[src/include/fms_pkg.sv]
// package: fault and monitor status bank map, field layout and flag indices
// Operation
// - bridge two drain-source monitor flags, bits 6..3, latched until read-and-clear.
// - failsafe sink and electrochrome overcurrent flags latched until read-and-clear.
// - recovery alerts, bits 23..13, live level, untouched by read-and-clear.
// - bridge output short alerts, bits 7..0, latched until read-and-clear.
// - open-load flags, bits 23..7, latched until read-and-clear.
// - heater short monitor flag, bit 1, latched until read-and-clear.
// - watchdog phase at bits 23:22, codes 00, 01, 11 by third.
// - bit 17 live high while electrochrome voltage not yet reached.
// - bit 16 live high while electrochrome voltage above target.
// - per-cluster thermal warning flags, bits 13..8, latched until read-and-clear.
// - per-cluster thermal shutdown flags, bits 5..0, latched until read-and-clear.
// - even cluster temperature code at bits 21:12, never cleared.
// - odd cluster temperature code at bits 9:0, never cleared.
// - regulator supply code at bits 21:12, never cleared.
// - battery supply code at bits 21:12, never cleared.
// - wake pin voltage code at bits 9:0, never cleared.
// - CAN silence bit 5 is a live, pollable level.
// - CAN timeout flag bit 3 latched until read-and-clear.
// - wake pattern flag bit 2 latched until read-and-clear.
// - global thermal warning is the OR of cluster warning flags.
// - global thermal shutdown falls only when cluster shutdown flags clear.
// - writes to status registers are invalid, ignored and flagged.
package fms_pkg;
    localparam int ADDR_W = 7;
    localparam int DATA_W = 24;
    localparam int CODE_W = 10;
    localparam int N_FLAG = 47;
    localparam int LIVE_W = 14;
    // register offsets
    localparam logic [ADDR_W-1:0] OFF_BRIDGE = 7'h33;
    localparam logic [ADDR_W-1:0] OFF_ALERT = 7'h34;
    localparam logic [ADDR_W-1:0] OFF_OPEN = 7'h35;
    localparam logic [ADDR_W-1:0] OFF_THERM = 7'h36;
    localparam logic [ADDR_W-1:0] OFF_TEMP12 = 7'h37;
    localparam logic [ADDR_W-1:0] OFF_TEMP34 = 7'h38;
    localparam logic [ADDR_W-1:0] OFF_TEMP56 = 7'h39;
    localparam logic [ADDR_W-1:0] OFF_VREG = 7'h3A;
    localparam logic [ADDR_W-1:0] OFF_VSUP = 7'h3B;
    localparam logic [ADDR_W-1:0] OFF_CAN = 7'h3C;
    localparam logic [DATA_W-1:0] RST_DATA = 24'h00_0000;
    // field positions inside the 24-bit words
    localparam int BR_MON_LSB = 3;
    localparam int FS_OC_LSB = 0;
    localparam int ALERT_LSB = 13;
    localparam int SHORT_LSB = 0;
    localparam int OL_LSB = 7;
    localparam int HEAT_BIT = 1;
    localparam int EC_OC_BIT = 0;
    localparam int WD_LSB = 22;
    localparam int EC_LOW_BIT = 17;
    localparam int EC_HIGH_BIT = 16;
    localparam int TWARN_LSB = 8;
    localparam int TSHUT_LSB = 0;
    localparam int CODE_HI_LSB = 12;
    localparam int CODE_LO_LSB = 0;
    localparam int SILENT_BIT = 5;
    localparam int CAN_TO_BIT = 3;
    localparam int WAKE_PAT_BIT = 2;
    // positions in the latched flag vector
    localparam int F_BR = 0;
    localparam int F_FS = 4;
    localparam int F_SH = 6;
    localparam int F_OL = 14;
    localparam int F_HT = 31;
    localparam int F_EO = 32;
    localparam int F_WARN = 33;
    localparam int F_TS = 39;
    localparam int F_CT = 45;
    localparam int F_WP = 46;
endpackage

[src/include/fms_flag_if.sv]
// interface: event, clear and latched flag vectors between bank and decoder
`timescale 1ns/1ps
interface fms_flag_if #(
    parameter int N = 47
);
    logic [N-1:0] evt;
    logic [N-1:0] clr;
    logic [N-1:0] flag;
    modport bank (input evt, input clr, output flag);
    modport user (output evt, output clr, input flag);
endinterface // fms_flag_if

[src/fms_flag_bank.sv]
// module: synchronised sticky event flags with read-and-clear
`timescale 1ns/1ps
module fms_flag_bank #(
    parameter int N = 47
)(
    input wire logic clock, // 50 MHz device clock
    input wire logic rst, // synchronous, active high
    fms_flag_if.bank fl // events in, clears in, flags out
);
    logic [N-1:0] meta_r;
    logic [N-1:0] sync_r;
    logic [N-1:0] flag_r;

    // two flops before anything looks at an analog event
    always_ff @(posedge clock) begin
        if (rst) begin
            meta_r <= '0;
            sync_r <= '0;
        end else begin
            meta_r <= fl.evt;
            sync_r <= meta_r;
        end
    end

    generate
        for (genvar i = 0; i < N; i++) begin : g_flag
            always_ff @(posedge clock) begin
                if (rst) begin
                    flag_r[i] <= 1'b0;
                end else begin
                    flag_r[i] <= (flag_r[i] & ~fl.clr[i]) | sync_r[i];
                end
            end

        end
    endgenerate

    assign fl.flag = flag_r;
endmodule // fms_flag_bank

[src/fms_status_bank.sv]
// module: fault and monitor status register bank behind the serial command port
`timescale 1ns/1ps
module fms_status_bank
    import fms_pkg::*;
(
    input wire logic clock, // 50 MHz device clock
    input wire logic rst, // synchronous, active high
    input wire logic accValid, // one decoded frame, one cycle
    input wire logic accWrite, // frame asks to write
    input wire logic accClear, // frame is read-and-clear
    input wire logic [ADDR_W-1:0] accAddr, // register offset
    output logic [DATA_W-1:0] rdData, // read answer, registered
    output logic rdValid, // answer strobe, one cycle
    output logic invalidCmd, // rejected frame, one cycle
    input wire logic [3:0] bridgeTwoMonitorEvt, // hs2, hs1, ls2, ls1
    input wire logic [1:0] failsafeSinkOcEvt, // sink two, sink one
    input wire logic electrochromeOcEvt, // electrochrome overcurrent
    input wire logic [10:0] recoveryAlertIn, // live, msb is out1 high
    input wire logic [7:0] shortAlertEvt, // short threshold events
    input wire logic [16:0] openLoadEvt, // open-load events
    input wire logic heaterShortEvt, // heater short event
    input wire logic [1:0] watchdogPhase, // same-clock watchdog phase
    input wire logic ecvNotReachedIn, // live electrochrome low
    input wire logic ecvAboveTargetIn, // live electrochrome high
    input wire logic [5:0] clusterWarnEvt, // cluster 6..1 warning
    input wire logic [5:0] clusterShutEvt, // cluster 6..1 shutdown
    input wire logic [5:0][CODE_W-1:0] clusterTempCode, // same clock
    input wire logic [CODE_W-1:0] regulatorSupplyCode, // same clock
    input wire logic [CODE_W-1:0] batterySupplyCode, // same clock
    input wire logic [CODE_W-1:0] wakePinVoltageCode, // same clock
    input wire logic canSilentIn, // live bus silence
    input wire logic canTimeoutEvt, // bias to sleep transition
    input wire logic wakePatternEvt, // wake pattern received
    output logic globalThermalWarning, // or of warnings
    output logic globalThermalShutdown // or of shutdowns
);
    fms_flag_if #(.N(N_FLAG)) flagIf ();

    fms_flag_bank #(
        .N(N_FLAG)
    ) u_bank (
        .clock(clock),
        .rst(rst),
        .fl(flagIf.bank)
    );

    logic [LIVE_W-1:0] liveMeta_r;
    logic [LIVE_W-1:0] liveSync_r;
    logic [DATA_W-1:0] rdData_r;
    logic rdValid_r;
    logic invalidCmd_r;
    logic [DATA_W-1:0] regValue;
    logic [N_FLAG-1:0] clrMask;
    logic addrHit;
    logic readOk;
    logic [N_FLAG-1:0] flags;
    logic [10:0] alertLive;
    logic vnrLive;
    logic vhiLive;
    logic silentLive;

    assign flags = flagIf.flag;

    // event routing into the sticky bank
    always_comb begin
        flagIf.evt = '0;
        flagIf.evt[F_BR +: 4] = bridgeTwoMonitorEvt;
        flagIf.evt[F_FS +: 2] = failsafeSinkOcEvt;
        flagIf.evt[F_EO] = electrochromeOcEvt;
        flagIf.evt[F_SH +: 8] = shortAlertEvt;
        flagIf.evt[F_OL +: 17] = openLoadEvt;
        flagIf.evt[F_HT] = heaterShortEvt;
        flagIf.evt[F_WARN +: 6] = clusterWarnEvt;
        flagIf.evt[F_TS +: 6] = clusterShutEvt;
        flagIf.evt[F_CT] = canTimeoutEvt;
        flagIf.evt[F_WP] = wakePatternEvt;
    end

    // live levels come from analog comparators, so they are synchronised
    always_ff @(posedge clock) begin
        if (rst) begin
            liveMeta_r <= '0;
            liveSync_r <= '0;
        end else begin
            liveMeta_r <= {recoveryAlertIn, ecvNotReachedIn, ecvAboveTargetIn, canSilentIn};
            liveSync_r <= liveMeta_r;
        end
    end

    assign alertLive = liveSync_r[13:3];
    assign vnrLive = liveSync_r[2];
    assign vhiLive = liveSync_r[1];
    assign silentLive = liveSync_r[0];

    // word assembly and clear mask for the addressed register
    always_comb begin
        regValue = RST_DATA;
        clrMask = '0;
        addrHit = 1'b1;
        case (accAddr)
            OFF_BRIDGE: begin
                regValue[BR_MON_LSB +: 4] = flags[F_BR +: 4];
                regValue[FS_OC_LSB +: 2] = flags[F_FS +: 2];
                clrMask[F_BR +: 6] = '1;
            end
            OFF_ALERT: begin
                // recovery alerts are live and absent from the clear mask; short alerts are in it
                regValue[ALERT_LSB +: 11] = alertLive;
                regValue[SHORT_LSB +: 8] = flags[F_SH +: 8];
                clrMask[F_SH +: 8] = '1;
            end
            OFF_OPEN: begin
                regValue[OL_LSB +: 17] = flags[F_OL +: 17];
                regValue[HEAT_BIT] = flags[F_HT];
                regValue[EC_OC_BIT] = flags[F_EO];
                clrMask[F_OL +: 19] = '1;
            end
            OFF_THERM: begin
                regValue[WD_LSB +: 2] = watchdogPhase;
                regValue[EC_LOW_BIT] = vnrLive;
                regValue[EC_HIGH_BIT] = vhiLive;
                regValue[TWARN_LSB +: 6] = flags[F_WARN +: 6];
                regValue[TSHUT_LSB +: 6] = flags[F_TS +: 6];
                clrMask[F_WARN +: 12] = '1;
            end
            OFF_TEMP12: begin
                regValue[CODE_HI_LSB +: CODE_W] = clusterTempCode[1];
                regValue[CODE_LO_LSB +: CODE_W] = clusterTempCode[0];
            end
            OFF_TEMP34: begin
                regValue[CODE_HI_LSB +: CODE_W] = clusterTempCode[3];
                regValue[CODE_LO_LSB +: CODE_W] = clusterTempCode[2];
            end
            OFF_TEMP56: begin
                regValue[CODE_HI_LSB +: CODE_W] = clusterTempCode[5];
                regValue[CODE_LO_LSB +: CODE_W] = clusterTempCode[4];
            end
            OFF_VREG: begin
                regValue[CODE_HI_LSB +: CODE_W] = regulatorSupplyCode;
            end
            OFF_VSUP: begin
                regValue[CODE_HI_LSB +: CODE_W] = batterySupplyCode;
                regValue[CODE_LO_LSB +: CODE_W] = wakePinVoltageCode;
            end
            OFF_CAN: begin
                regValue[SILENT_BIT] = silentLive;
                regValue[CAN_TO_BIT] = flags[F_CT];
                regValue[WAKE_PAT_BIT] = flags[F_WP];
                clrMask[F_CT +: 2] = '1;
            end
            default: begin
                addrHit = 1'b0;
            end
        endcase
    end

    // writes and unmapped offsets never reach the bank
    assign readOk = accValid & ~accWrite & addrHit;

    // clear only latched flags of a valid read-and-clear
    assign flagIf.clr = (readOk & accClear) ? clrMask : '0;

    // answer carries the word as it stood before the clear
    always_ff @(posedge clock) begin
        if (rst) begin
            rdData_r <= RST_DATA;
        end else if (readOk) begin
            rdData_r <= regValue;
        end
    end

    // answer strobe
    always_ff @(posedge clock) begin
        if (rst) begin
            rdValid_r <= 1'b0;
        end else begin
            rdValid_r <= readOk;
        end
    end

    always_ff @(posedge clock) begin
        if (rst) begin
            invalidCmd_r <= 1'b0;
        end else begin
            invalidCmd_r <= accValid & (accWrite | ~addrHit);
        end
    end

    assign rdData = rdData_r;
    assign rdValid = rdValid_r;
    assign invalidCmd = invalidCmd_r;

    assign globalThermalWarning = |flags[F_WARN +: 6];
    // global shutdown has no clear of its own
    assign globalThermalShutdown = |flags[F_TS +: 6];
endmodule // fms_status_bank

[config.mk]
export PLATFORM = sky130hd
export DESIGN_NAME = fms_status_bank
export DESIGN_NICKNAME = d
export VERILOG_FILES = /design/src/include/fms_pkg.sv /design/src/include/fms_flag_if.sv /design/src/fms_flag_bank.sv /design/src/fms_status_bank.sv
export SDC_FILE = /design/constraint.sdc
export NUM_CORES = 1
export LEC_CHECK = 0
export BUFFER_PORTS_ARGS = -buffer_cell sky130_fd_sc_hd__buf_4
export CORE_AREA = 4 4 159 177
export DETAILED_ROUTE_END_ITERATION = 10
export DIE_AREA = 0 0 163 181
export PLACE_DENSITY_LB_ADDON = 0.05
export SYNTH_ARGS = -nofsm -noshare
export SYNTH_HDL_FRONTEND = slang
export SYNTH_HIERARCHICAL = 1
export SYNTH_SLANG_ARGS = --single-unit
export TNS_END_PERCENT = 10
[constraint.sdc]
create_clock -name clock -period 2.6 [get_ports clock]
set_input_delay 0.13 -clock clock [delete_from_list [all_inputs] [get_ports clock]]
set_output_delay 0.13 -clock clock [all_outputs]
set_load 0.03 [all_outputs]
=== After elaboration in Yosys (flattened, before gate mapping) ===
Cells that the tools add are included.

* Input port bits: 165
* Logic and storage cells: 237
* Flip-flop bits (word level): 195
* Output and inout port bits: 28

* Bitwise logic cells: 148
* Multiplexer cells: 22
* Reductions and logical operators: 3
* Eq/ne operators: 10

{| class="wikitable"
|+ Operators with widths
! kind !! number
|-
| $eq 7x6->1 const B || 10
|-
| $and 1x1->1 || 51
|-
| $not 1->1 || 49
|-
| $or 1x1->1 || 48
|-
| $mux 47 || 1
|-
| $pmux 2 s8 || 2
|-
| $pmux 4 s7 || 1
|-
| $pmux 1 s8 || 3
|-
| $pmux 1 s7 || 3
|-
| $mux 19 || 1
|-
| $pmux 2 s7 || 1
|-
| $mux 12 || 1
|-
| $pmux 1 s6 || 2
|-
| $pmux 2 s6 || 1
|-
| $reduce_or 6->1 || 2
|-
| $reduce_or 10->1 || 1
|-
| $mux 8 || 1
|-
| $mux 6 || 1
|-
| $pmux 2 s3 || 1
|-
| $pmux 2 s2 || 1
|-
| $mux 2 || 1
|-
| $mux 1 || 1
|}

=== Logic depth before layout (Yosys ltp) ===
Gate-level depths: netlist of the first run.

* Word-level depth: 9
* Mapped depth: 8
* Depth with buffers taken out: 6

=== Cells and area by module ===
Netlist of the first run, hierarchy kept.

{| class="wikitable"
|+ By module, submodules not included
! module !! times used !! area each (um^2) !! cells an instance !! seq. area each (um^2)
|-
| fms_flag_bank || 1 || 4214.0 || 391 || 2822.7
|-
| fms_status_bank || 1 || 3320.7 || 367 || 1081.0
|}

=== Least setup slack after synthesis of the first run ===
OpenSTA, ideal clock, no wires.

* Path type: input to register
* Start point: in accAddr[6]
* End point: reg u_bank.flag_r[14] (netlist: u_bank/fl.flag[14])
* Data required time: 2.484 ns
* Path buffers: 2
* Stages on the path: 8
* Data arrival time: 1.841 ns
* Setup slack: 0.644 ns
* Path through: and3b_1 -> clkbuf_1 -> and4_1 -> buf_6 -> nand2_1 -> nor3_1 -> nand2b_1 -> a21oi_1

* Word-level cells in the longest chain between the ends: 9
* Elaborated cells between the ends (all ways): 19

{| class="wikitable"
|+ Ends and longest elaborated chain
! what !! line !! text
|-
| from (decl) || fms_status_bank.sv:11 || <nowiki>input wire logic [ADDR_W-1:0] accAddr,</nowiki>
|-
| $eq 7x6->1 || fms_status_bank.sv:100 || <nowiki>case (accAddr)</nowiki>
|-
| $reduce_or 10->1 (no line) || n/a ||
|-
| $mux 1 || fms_status_bank.sv:100 ||
|-
| $and 1x1->1 || fms_status_bank.sv:158 || <nowiki>assign readOk = accValid & ~accWrite & addrHit;</nowiki>
|-
| $and 1x1->1 || fms_status_bank.sv:161 || <nowiki>assign flagIf.clr = (readOk & accClear) ? clrMask : '0;</nowiki>
|-
| $mux 47 (*) || fms_status_bank.sv:161 ||
|-
| net flagIf.clr[14] || fms_flag_if.sv:7 || <nowiki>logic [N-1:0] clr;</nowiki>
|-
| $not 1->1 (*) || fms_flag_bank.sv:31 || <nowiki>flag_r[i] <= (flag_r[i] & ~fl.clr[i]) | sync_r[i];</nowiki>
|-
| $and 1x1->1 (*) || fms_flag_bank.sv:31 ||
|-
| $or 1x1->1 (*) || fms_flag_bank.sv:31 ||
|-
| to (signal, indexed assignment) || fms_flag_bank.sv:31 ||
|-
| to (decl) || fms_flag_bank.sv:12 || <nowiki>logic [N-1:0] flag_r;</nowiki>
|}

The timed path passes the listed nets; every way through them passes the cells marked *.
A chain may end at the register's enable or synchronous reset.

=== Worst setup path after layout of the first run ===
* Start point: in accValid
* End point: reg u_bank.flag_r[1] (netlist: u_bank/fl.flag[1])

* Word-level cells in the longest chain between the ends: 7

{| class="wikitable"
|+ Ends and longest elaborated chain
! what !! line !! text
|-
| from (decl) || fms_status_bank.sv:8 || <nowiki>input wire logic accValid,</nowiki>
|-
| $and 1x1->1 (2 in a row) || fms_status_bank.sv:158 ||
|-
| $and 1x1->1 || fms_status_bank.sv:161 ||
|-
| $mux 47 || fms_status_bank.sv:161 ||
|-
| $not 1->1 || fms_flag_bank.sv:31 ||
|-
| $and 1x1->1 || fms_flag_bank.sv:31 ||
|-
| $or 1x1->1 || fms_flag_bank.sv:31 ||
|}

Every way passes these cells.

==> results.md, run 1 <==
- The run finished with clean final reports.
- After global routing the overflow that remains totals 0.
- In the global route stage, met2 resource usage came out at 0.263.
- The share of the Yosys chip area taken by registers is 0.518.
- In this run the static leakage power is 4.16 nW.
- The worst-case IR drop observed on VDD is 0.000305 V.
- The final-layout setup total negative slack is 0 ns.
- The buffer and inverter count on the worst path is 3.
- During I/O placement, the number of pins put on the boundary was 193.
- The count of input and output buffers is 192.
- Setup repair after global routing left no endpoint under its margin.
- Routability-driven placement finished with a final weighted congestion of 0.777.
- The gate family responsible for the most delay along the worst path is simple AND/OR/NAND/NOR gates.
- The area growth from synthesis to layout is 39.1%.
- The die covers 29,500 um2.
- The global routing usage on met1 is 0.229.
- In this run, CTS created clock tree buffers numbering 17.
- The number of hold buffers added after CTS was 62.
- The arrival time at the worst endpoint is 2.08 ns.
- The count of pins over their slew limit is 0.
- The power density relative to cell area is 629 nW/um2.
- The clock-pin transition on the worst setup and hold timing paths is 0.08 ns.
- The number of distinct standard cells referenced by the synthesized netlist is 56.
- The post-CTS resize count is 0.
- The synthesized netlist cell count is 758.
- Dividing the detail-routed wire length by the instance count gives 17.9 um.
- The height of the die is 181 um.
- In the layout the commonest cells are 210 x sky130_fd_sc_hd__buf_4, 195 x sky130_fd_sc_hd__dfxtp_1, 124 x sky130_fd_sc_hd__nor2b_1.
- The first-pass iteration count of the detailed router is 5.
- The share of flip-flops with an asynchronous set or reset is 0.
- The number of enable-type register cells in the synthesized netlist is 0.
- The layout has 2,761 filler cells.
- For this run, the slowest stage of the critical path takes 0.54 ns.
- The width of the chip is 163 um.
- The via-per-instance ratio is 4.47.
- On the final layout, the worst clock skew is 0.0256 ns.
- In this run the post-CTS setup repair buffer count came out at 0.
- The root cell of the clock tree is sky130_fd_sc_hd__clkbuf_16.
- Counting I/O delays and the setup requirement, the final critical path takes 1.76 ns.
- For this run, the top clock speed supported by timing is 567 MHz.
- Of the cells placed in the final design, the portion with a size suffix greater than 1 is 0.253.
- In this run the remaining antenna-violating nets after routing total 0.
- The diode insertion count for antenna repair is 0.
- The floorplan step defined a core boundary enclosing 26,500 um2.
- At the later pin of the worst-skew pair, clock insertion delay measures 0.45 ns.
- The slowest cell on the critical path is sky130_fd_sc_hd__dlygate4sd3_1.
- The final HPWL from detailed placement is 17.1 mm.
- A synthesized cell averages 9.94 um2.
- Entering global routing, the biggest net connects 87 pins.
- For the pin with the worst max-slew slack, the measured transition is 1.12 ns.
- The global-route layer with the greatest usage is met2.
- After detailed routing, the number of remaining DRC violations is 0.
- The routed design has 24.4 mm of wire.
- The number of hold-slack violations in the final timing report came to 0.
- The number of global-route vias before repair is 6,341.
- The worst setup path is launched from an input pin.
- The initial antenna violation count is 0.
- The row count is 63.
- The clock net sink count is 195.
- Synthesis inferred 195 register bits.
- Of the available clock period, the critical path in the final layout requires 0.678.
- The initial core utilization is 0.284.
- The share of the core filled with cells is 0.396.
- The first-pass GRT wire length is 37.0 mm.
- The worst relative slew slack is 0.254.
- The TritonCTS clock tree is done.
- For this run, the leading register cell type out of synthesis is sky130_fd_sc_hd__dfxtp_1.
- The net count of the mapped netlist is 923.
- The type of the tightest min-delay check is in -> reg.
- The deepest clock path buffer count is 2.
- The net total in the final layout is 1,162.
- Setup violations remaining at the end of the flow were counted as 0.
- The endpoint required time on the critical path is 2.91 ns.
- The most common cell after layout, fill and taps aside is sky130_fd_sc_hd__buf_4.
- The count of synthesis-stage warnings from yosys is 6.
- The most numerous cell on the critical path is sky130_fd_sc_hd__buf_4.
- For the worst flop-to-flop path, the logic depth is 4.
- The met3 track demand over resource is 0.0340.
- The first routing iteration left 414 violations.
- The number of H-tree levels is 4.
- Detailed routing inserted a total of 6,111 vias.
- Walking the worst path, the cells encountered are dlygate4sd3_1 > buf_4 > nor2b_1 > and4_1 > nand2_1 > nor4_1 > buf_4 > nand2b_1 > a21oi_1.
- STA classifies the critical path endpoint as a flip-flop.
- Across the run, the number of max-cap violations was 0.
- The cell area after synthesis is 7530 um2.
- Counting buffers and inverters, the worst setup path is 9 cells deep.
- The path type of the worst setup path is in -> reg.
- The cell depth of the worst min-delay path is 3.
- For this run, the total global-route usage over all layers was measured as 0.164.
- Along the worst path, the maximum fanout reaches 6.
Yosys cell counts (2+ instances only):
library cell,count,share of area
sky130_fd_sc_hd__nor4bb_1,2,0.0027
sky130_fd_sc_hd__dfxtp_1,195,0.52
sky130_fd_sc_hd__nand3_1,11,0.0073
sky130_fd_sc_hd__mux4_2,3,0.0090
sky130_fd_sc_hd__a32oi_1,6,0.0070
sky130_fd_sc_hd__o21bai_1,2,0.0020
sky130_fd_sc_hd__o2bb2ai_1,9,0.010
sky130_fd_sc_hd__nand4b_1,2,0.0023
sky130_fd_sc_hd__mux2_2,3,0.0045
sky130_fd_sc_hd__nand4_1,4,0.0033
sky130_fd_sc_hd__a221oi_1,6,0.0070
sky130_fd_sc_hd__nor2b_1,124,0.10
sky130_fd_sc_hd__and3_1,3,0.0025
sky130_fd_sc_hd__a211o_1,5,0.0058
sky130_fd_sc_hd__nor3_1,8,0.0053
sky130_fd_sc_hd__nor2_1,25,0.012
sky130_fd_sc_hd__a211oi_1,9,0.0090
sky130_fd_sc_hd__nand3b_1,17,0.017
sky130_fd_sc_hd__a311oi_1,12,0.014
sky130_fd_sc_hd__nor3b_1,4,0.0040
sky130_fd_sc_hd__o21ai_0,3,0.0020
sky130_fd_sc_hd__buf_6,7,0.010
sky130_fd_sc_hd__o22ai_1,3,0.0025
sky130_fd_sc_hd__and2_1,2,0.0017
sky130_fd_sc_hd__a31oi_1,2,0.0017
sky130_fd_sc_hd__and4_1,3,0.0035
sky130_fd_sc_hd__a22o_1,9,0.010
sky130_fd_sc_hd__and2b_1,2,0.0020
sky130_fd_sc_hd__mux2i_1,28,0.037
sky130_fd_sc_hd__nand2_1,11,0.0055
sky130_fd_sc_hd__nand2b_1,52,0.043
sky130_fd_sc_hd__clkbuf_1,10,0.0050
sky130_fd_sc_hd__inv_1,48,0.024
sky130_fd_sc_hd__nor4_1,13,0.011
sky130_fd_sc_hd__buf_2,19,0.013
sky130_fd_sc_hd__a22oi_1,2,0.0020
sky130_fd_sc_hd__o211ai_1,2,0.0020
sky130_fd_sc_hd__nor2_2,2,0.0017
sky130_fd_sc_hd__o32a_1,2,0.0027
sky130_fd_sc_hd__a21oi_1,55,0.037
sky130_fd_sc_hd__buf_4,18,0.018
final timing paths:
| kind | startpoint | endpoint | slack [ns] |
|---|---|---|---|
| setup / recovery | accValid | u_bank/fl.flag[1] | 0.84 |
| hold / removal | clusterTempCode[15] | rdData[17] | 0.03 |
| setup reg to reg | u_bank/fl.flag[5] | rdData[1] | 1.22 |
| hold reg to reg | u_bank/sync_r[36] | u_bank/fl.flag[36] | 0.42 |
metrics by stage:
step	cells	area, um2	worst slack [ns]	hold WS, ns	total power [mW]
after floorplan	758	7530	0.644	0.242	3.55
after global placement	1273	9250	0.572	0.343	3.88
after detailed placement	1273	9250	0.553	0.344	3.88
after CTS	1367	10500	0.841	0.0113	6.70
after global routing	1367	10500	0.678	0.0461	6.88
final	1367	10500	0.836	0.0317	6.60
sequential cells by signal, indices dropped and copies added (netlist names):
register / flops
u_bank/fl.flag: 47
rdValid: 1
liveMeta_r: 14
u_bank/sync_r: 47
u_bank/meta_r: 47
rdData: 24
liveSync_r: 14
invalidCmd: 1
power breakdown:
group	switching [mW]	internal, mW	total (mW)
Clock	1.33	1.39	2.72
Sequential	0.0522	3.12	3.17
Combinational	0.321	0.384	0.705
layout make-up:
type                            count  area, um2  area share
Clock buffer                       17        425      0.0406
Clock inverter                     15        190      0.0181
Sequential cell                   195       3900       0.372
Timing Repair Buffer              274       2230       0.213
Inverter                           49        184      0.0175
Multi-Input combinational cell    460       3110       0.296
Tap cell                          357        447      0.0426
cells by family after synthesis:
family          share of synthesized area
simple gates                        0.234
flops                               0.518
compound gates                      0.127
buf+inv                            0.0704
mux                                0.0506
per-layer routing:
layer / vias to the layer above / routed length, um
met1: 2866 / 11400
li1: 3065 / -
met5: - / 0
met2: 173 / 11400
met4: 0 / 143
met3: 7 / 1480
tightest hold or removal path, stage by stage:
cell	delay (ns)
sky130_fd_sc_hd__buf_4	0.08
sky130_fd_sc_hd__a32oi_1	0.05
sky130_fd_sc_hd__a31oi_1	0.16
Note: power is estimated with default switching activity, not from simulation.
==> inputs of run 2 (changes only) <==
- clock period: 2.6 -> 1.8 ns (I/O delays scaled with it)
==> run 2 against run 1 <==
Sequential power rose by 44%. Clock skew fell by 0.013 ns. Worst hold slack improved by 0.018 ns. Clock-buffer cell count did not move. Critical path type unchanged. Largest cell class unchanged.
==> results.md, run 2 (same netlist as run 1, synthesis figures left out) <==
- The worst hold path belongs to the class in -> reg.
- The post-detailed-routing wire length is 24.0 mm (-1.7%).
- The sum of overflow across all layers after global routing is 0 (unchanged).
- The worst relative slew slack was 0.655 (+0.401).
- The net total in the final layout was 1,197 (+3.0%).
- The number of setup buffers added after CTS is 0 (unchanged).
- Compared with the post-synthesis result, the final layout area differs by 43.2%.
- The die area is 29,500 um2 (unchanged).
- Walking the worst path, the cells encountered are dlygate4sd3_1 > buf_4 > nor2b_1 > and4_1 > nand2_2 > nor4_1 > buf_4 > nand2b_1 > a21oi_1.
- The number of vias in the routed layout came to 6,208 (+1.6%).
- The peak per-stage delay on the critical path came to 0.53 ns (about the same).
- The arrival time at the worst endpoint was 1.92 ns (-0.16 ns).
- The buffer and inverter count on the worst path is 3 (unchanged).
- The setup slack after layout was 0.176 ns (-0.661 ns).
- Leaving out fill and tap cells, the most frequent cells in the layout are 236 x sky130_fd_sc_hd__buf_4, 195 x sky130_fd_sc_hd__dfxtp_1, 124 x sky130_fd_sc_hd__nor2b_1.
- The maximum resistive drop on vdd came to 0.000476 V (+56%).
- The logic depth of the worst path, buffers included is 9 (unchanged).
- The row count is 63 (unchanged).
- The total clock buffers created by CTS came to 17 (unchanged).
- The diode insertion count for antenna repair was 0 (unchanged).
- The deepest clock path buffer count is 2 (unchanged).
- The count of fill cells added during filler insertion is 2,744 (-0.62%).
- The count of pins over their slew limit is 0 (unchanged).
- The most numerous cell on the critical path is sky130_fd_sc_hd__buf_4.
- Setup repair after global routing left no endpoint under its margin.
- The gate family responsible for the most delay along the worst path is simple AND/OR/NAND/NOR gates.
- The area used by multi-input combinational logic was 3110 um2 (+0.28%).
- The number of top-level pins is 193 (unchanged).
- The max-cap check violation count was 0 (unchanged).
- The final HPWL from detailed placement was 17.5 mm (+2.2%).
- For the finished layout, the period the worst path requires is 1.62 ns.
- The final routed wire length divided by cell count is 17.1 um (-4.1%).
- The overall global routing resource usage is 0.162 (-0.00202).
- The initial antenna violation count is 0 (unchanged).
- The path type of the worst setup path is in -> reg.
- The first-pass iteration count of the detailed router is 5 (unchanged).
- The number of global-route vias before repair is 6,384 (+0.68%).
- The width of the chip came to 163 um (unchanged).
- The cell sitting at the root of the clock tree is a sky130_fd_sc_hd__clkbuf_16.
- The post-route DRC violation count is 0 (unchanged).
- The initial core utilization is 0.284 (unchanged).
- The cell depth of the worst min-delay path is 3 (unchanged).
- The clock-pin transition on the worst setup and hold timing paths is 0.08 ns (about the same).
- The worst setup path is captured at a flip-flop.
- The power density relative to cell area is 871 nW/um2 (+38%).
- The area of placed instances is 9520 um2 (+3.0%).
- The via-per-instance ratio is 4.43 (-0.95%).
- The worst setup path is launched from an input pin.
- The height of the die came to 181 um (unchanged).
- Among all stages on the critical path, the largest delay is contributed by sky130_fd_sc_hd__dlygate4sd3_1.
- The clock net sink count came to 195 (unchanged).
- The area of the core came to 26,500 um2 (unchanged).
- The number of H-tree levels came to 4 (unchanged).
- The cell leakage power is 4.36 nW (+4.7%).
- The pin slew with the least headroom to its limit is 0.517 ns (-0.599 ns).
- The final-report setup violation count is 0 (unchanged).
- The number of nets with antenna violations after detailed routing was 0 (unchanged).
- The worst-case setup slack after placement came to -0.0148 ns (-0.568 ns).
- The share of the core filled with cells is 0.407 (+0.0114).
- The routability congestion estimate was 0.806 (+3.7%).
- The maximum clock frequency is 616 MHz.
- The largest fanout on the critical path came to 6 (unchanged).
- The clock skew is 0.0123 ns (-0.0133 ns).
- The number of violations reported at the end of detailed-routing iteration 0 is 314 (-24%).
- The number of cells on the worst reg-to-reg path came to 5 (+1).
- The TritonCTS clock tree is done.
- The total non-filler cell area in the finished layout is 10,800 um2 (+2.9%).
- The most common cell after layout, fill and taps aside is sky130_fd_sc_hd__buf_4.
- The number of hold-slack violations in the final timing report is 0 (unchanged).
- The area taken by flip-flops and latches is 3900 um2 (unchanged).
- Dividing the final minimum period by the clock period gives 0.902.
- The count of input and output buffers is 192 (unchanged).
- The endpoint required time on the critical path came to 2.09 ns (-0.82 ns).
- The run finished with clean final reports.
- The first-pass GRT wire length came to 36.8 mm (-0.54%).
- The pin count of the biggest net entering global routing is 116 (+33%).
- The clock network latency to the later pin of the worst-skew pair was 0.44 ns (about the same).
- The fraction of layout instances using a drive strength above 1 is 0.275 (+0.0212).
[run 2: worst paths after layout]
| check | startpoint | slack [ns] | to |
|---|---|---|---|
| worst max-delay path | accValid | 0.18 | u_bank/fl.flag[5] |
| worst min-delay path | wakePinVoltageCode[5] | 0.05 | rdData[5] |
| worst max register to register | u_bank/fl.flag[7] | 0.27 | rdData[1] |
| worst min register to register | u_bank/sync_r[10] | 0.42 | u_bank/fl.flag[10] |
[run 2: report_power, final]
| part | leakage, nW | internal, mW | switching, mW | total (mW) |
|---|---|---|---|---|
| logic | 2.47 | 0.600 | 0.468 | 1.07 |
| registers | 1.61 | 4.50 | 0.0747 | 4.58 |
| clock network | 0.285 | 1.86 | 1.89 | 3.75 |
| total | 4.36 | 6.97 | 2.43 | 9.39 |
[run 2: worst reg2reg max path: stages, from the launching register on]
cell and delay, ns:
sky130_fd_sc_hd__dfxtp_1 0.32, sky130_fd_sc_hd__nor4bb_1 0.12, sky130_fd_sc_hd__a311oi_1 0.45, sky130_fd_sc_hd__nor4_1 0.14, sky130_fd_sc_hd__buf_4 0.16, sky130_fd_sc_hd__a211o_1 0.25
[run 2: stage by stage]
step                power, mW  hold WS (ns)  instances  TNS (ns)
floorplan                5.13         0.202        758         0
global placement         5.64         0.300       1303    -0.161
detailed placement       5.64         0.305       1303    -0.136
CTS                      9.53        0.0380       1402         0
global route             9.82        0.0521       1402         0
finish                   9.39        0.0495       1402         0
[run 2: layout make-up]
class,count,area share
clock inverters,15,0.0147
clock buffers,17,0.0394
multi-input cells,460,0.289
well taps,357,0.0414
repair buffers,309,0.237
inverters,49,0.0171
flip-flops and latches,195,0.362
[run 2: routing by layer]
metal,share of wire,track usage,vias up
met5,0,0,-
met2,0.46,0.258,155
li1,-,-,3126
met3,0.049,0.0372,14
met4,0.013,0.0423,0
met1,0.48,0.221,2913
[run 2: timing repair]
item                                   in CTS  in global routing
resized for setup                           0                  2
setup endpoints to repair                   0                 33
hold buffers                               67                  0
endpoints found under the hold margin      70                  0
==> inputs of run 3 (changes only) <==
- CTS_BUF_LIST: default -> sky130_fd_sc_hd__clkbuf_4 sky130_fd_sc_hd__clkbuf_8
==> run 3 against run 2 <==
Setup slack better by 0.026 ns. Highest routed layer unchanged. Worst hold slack better by 0.0079 ns. Critical path type unchanged. Die area stayed put. Global-route usage is 0.13 points lower.
==> results.md, run 3 (same netlist as run 1, synthesis figures left out) <==
- The initial antenna violation count was 0 (unchanged).
- The clock skew came to 0.0256 ns (+0.0133 ns).
- The width of the chip came to 163 um (unchanged).
- The total non-filler cell area in the finished layout is 10,600 um2 (-1.3%).
- The final-layout setup total negative slack came to 0 ns (unchanged).
- The final critical delay including setup and external delays is 1.60 ns (-0.0264 ns).
- The area used by multi-input combinational logic is 3110 um2 (unchanged).
- The overall global routing resource usage came to 0.160 (-0.00128).
- met2 is the most crowded layer.
- The number of H-tree levels is 4 (unchanged).
- The flow ran to the end, and the final reports show no timing, DRC or antenna violations.
- The cell leakage power is 4.29 nW (-1.5%).
- The met3 track demand over resource is 0.0349 (-0.00228).
- The net total in the final layout came to 1,202 (+0.42%).
- The worst relative slew slack is 0.648 (-0.00767).
- The arrival time at the worst endpoint is 1.92 ns (about the same).
- The number of top-level pins came to 193 (unchanged).
- The met2 routing resource usage after global routing came to 0.258 (+0.000498).
- The top cell types in the final layout, fill and taps aside, are 236 x sky130_fd_sc_hd__buf_4, 195 x sky130_fd_sc_hd__dfxtp_1, 124 x sky130_fd_sc_hd__nor2b_1.
- The count of input and output buffers is 192 (unchanged).
- The number of setup buffers added after CTS is 0 (unchanged).
- The routability congestion estimate is 0.806 (unchanged).
- The path type of the worst setup path is in -> reg.
- The row count is 63 (unchanged).
- The deepest clock path buffer count is 2 (unchanged).
- The maximum clock frequency is 626 MHz (+1.7%).
- The endpoint required time on the critical path is 2.13 ns (+0.04 ns).
- The power density relative to cell area came to 794 nW/um2 (-8.9%).
- The clock net sink count came to 195 (unchanged).
- The worst-case setup slack after placement is -0.0148 ns (unchanged).
- Leaving out fill and tap cells, the most frequent cell in the layout is sky130_fd_sc_hd__buf_4.
- The count of pins over their slew limit is 0 (unchanged).
- The number of cells on the worst reg-to-reg path was 5 (unchanged).
- The number of global-route vias before repair is 6,405 (+0.33%).
- The max-cap check violation count was 0 (unchanged).
- The root cell of the clock tree is sky130_fd_sc_hd__clkbuf_8.
- The area taken by flip-flops and latches is 3900 um2 (unchanged).
- On the critical path, the stage with the largest delay is an instance of sky130_fd_sc_hd__dlygate4sd3_1.
- The post-detailed-routing wire length was 23.9 mm (-0.44%).
- The height of the die is 181 um (unchanged).
- The final-report setup violation count is 0 (unchanged).
- Setup repair after global routing left no endpoint under its margin.
- The type of the tightest min-delay check is in -> reg.
- The post-route DRC violation count is 0 (unchanged).
- The area of the core is 26,500 um2 (unchanged).
- The peak per-stage delay on the critical path came to 0.53 ns (about the same).
- The number of vias in the routed layout is 6,235 (+0.43%).
- The cell depth of the worst min-delay path is 3 (unchanged).
- The share of the core filled with cells is 0.402 (-0.00534).
- The setup slack after layout is 0.202 ns (+0.0264 ns).
- The maximum resistive drop on vdd is 0.000382 V (-20%).
- The count of fill cells added during filler insertion is 2,762 (+0.66%).
- The final routed wire length divided by cell count is 17.0 um (-0.80%).
- The fraction of layout instances using a drive strength above 1 is 0.273 (-0.00131).
- Traced cell by cell, the critical path runs through dlygate4sd3_1 > buf_4 > nor2b_1 > and4_1 > nand2_2 > nor4_1 > buf_4 > nand2b_1 > a21oi_1.
- The clock network latency to the later pin of the worst-skew pair is 0.47 ns (+0.03 ns).
- The pin count of the biggest net entering global routing was 116 (unchanged).
- The global routing usage on met1 is 0.221 (-0.000711).
- The final critical-path share of the clock period came to 0.888 (-0.0147).
- The number of nets with antenna violations after detailed routing is 0 (unchanged).
- The initial core utilization is 0.284 (unchanged).
- The first-pass GRT wire length is 36.7 mm (-0.22%).
- The area of placed instances is 9520 um2 (unchanged).
- The die area is 29,500 um2 (unchanged).
- The total clock buffers created by CTS is 17 (unchanged).
- STA classifies the critical path endpoint as a flip-flop.
- The number of hold-slack violations in the final timing report is 0 (unchanged).
- The diode insertion count for antenna repair is 0 (unchanged).
- The worst hold margin is 0.0574 ns (+0.00794 ns).
- The largest fanout on the critical path is 8 (+2).
- The final HPWL from detailed placement was 17.5 mm (unchanged).
- The count of placed standard cells in the final layout, fillers left out is 1,407 (+0.36%).
- From synthesis to final layout, the design area changed by 41.3%.
- The clock-pin transition on the worst setup and hold timing paths is 0.10 ns (+0.02 ns).
- Counting stages on the worst path, the most repeated cell is sky130_fd_sc_hd__buf_4.
- The first-pass iteration count of the detailed router was 5 (unchanged).
- The TritonCTS clock tree is done.
- The pin slew with the least headroom to its limit is 0.528 ns (+0.0115 ns).
- The sum of overflow across all layers after global routing is 0 (unchanged).
- The post-layout total power came to 8.45 mW (-10%).
- The number of violations reported at the end of detailed-routing iteration 0 is 324 (+3.2%).
- The worst setup path is launched from an input pin.
- The placed cell count is 1,303 (unchanged).
- The via-per-instance ratio came to 4.43 (about the same).
==> run 3: worst max-delay path: cells and delay by family <==
kind	cells	cell delay (ns)
buffers and inverters	3	0.82
AND/OR/NAND/NOR	5	0.94
AO/OA/AOI/OAI	1	0.06
==> run 3: metal layers <==
metal | up-vias | part of all wire
met2 | 154 | 0.46
li1 | 3141 | -
met5 | - | 0
met3 | 15 | 0.050
met4 | 0 | 0.012
met1 | 2925 | 0.48
==> run 3: repair_timing <==
item                                    4_1_cts  5_1_grt
gates resized for setup                       0        2
hold endpoints to repair                     73        0
endpoints found under the setup margin        0        7
hold buffers                                 72        0
==> run 3: where the power goes <==
| part | internal, mW | switching (mW) | leakage [nW] |
|---|---|---|---|
| registers | 4.50 | 0.0746 | 1.61 |
| clock network | 1.05 | 1.74 | 0.198 |
| logic | 0.607 | 0.471 | 2.49 |
==> run 3: final cells by class <==
cell class | count | share of cell area
sequential | 195 | 0.367
multi-input combinational | 460 | 0.293
timing repair buffer | 314 | 0.245
tap | 357 | 0.0420
clock buffer | 17 | 0.0220
inverter | 49 | 0.0173
clock inverter | 15 | 0.0149
==> run 3: final timing paths <==
check                           start            endpoint  slack [ns]
setup / recovery             accValid  u_bank/fl.flag[12]        0.20
hold / removal    clusterTempCode[12]          rdData[14]        0.06
setup reg to reg    u_bank/fl.flag[7]           rdData[1]        0.30
hold reg to reg     u_bank/sync_r[10]  u_bank/fl.flag[10]        0.41
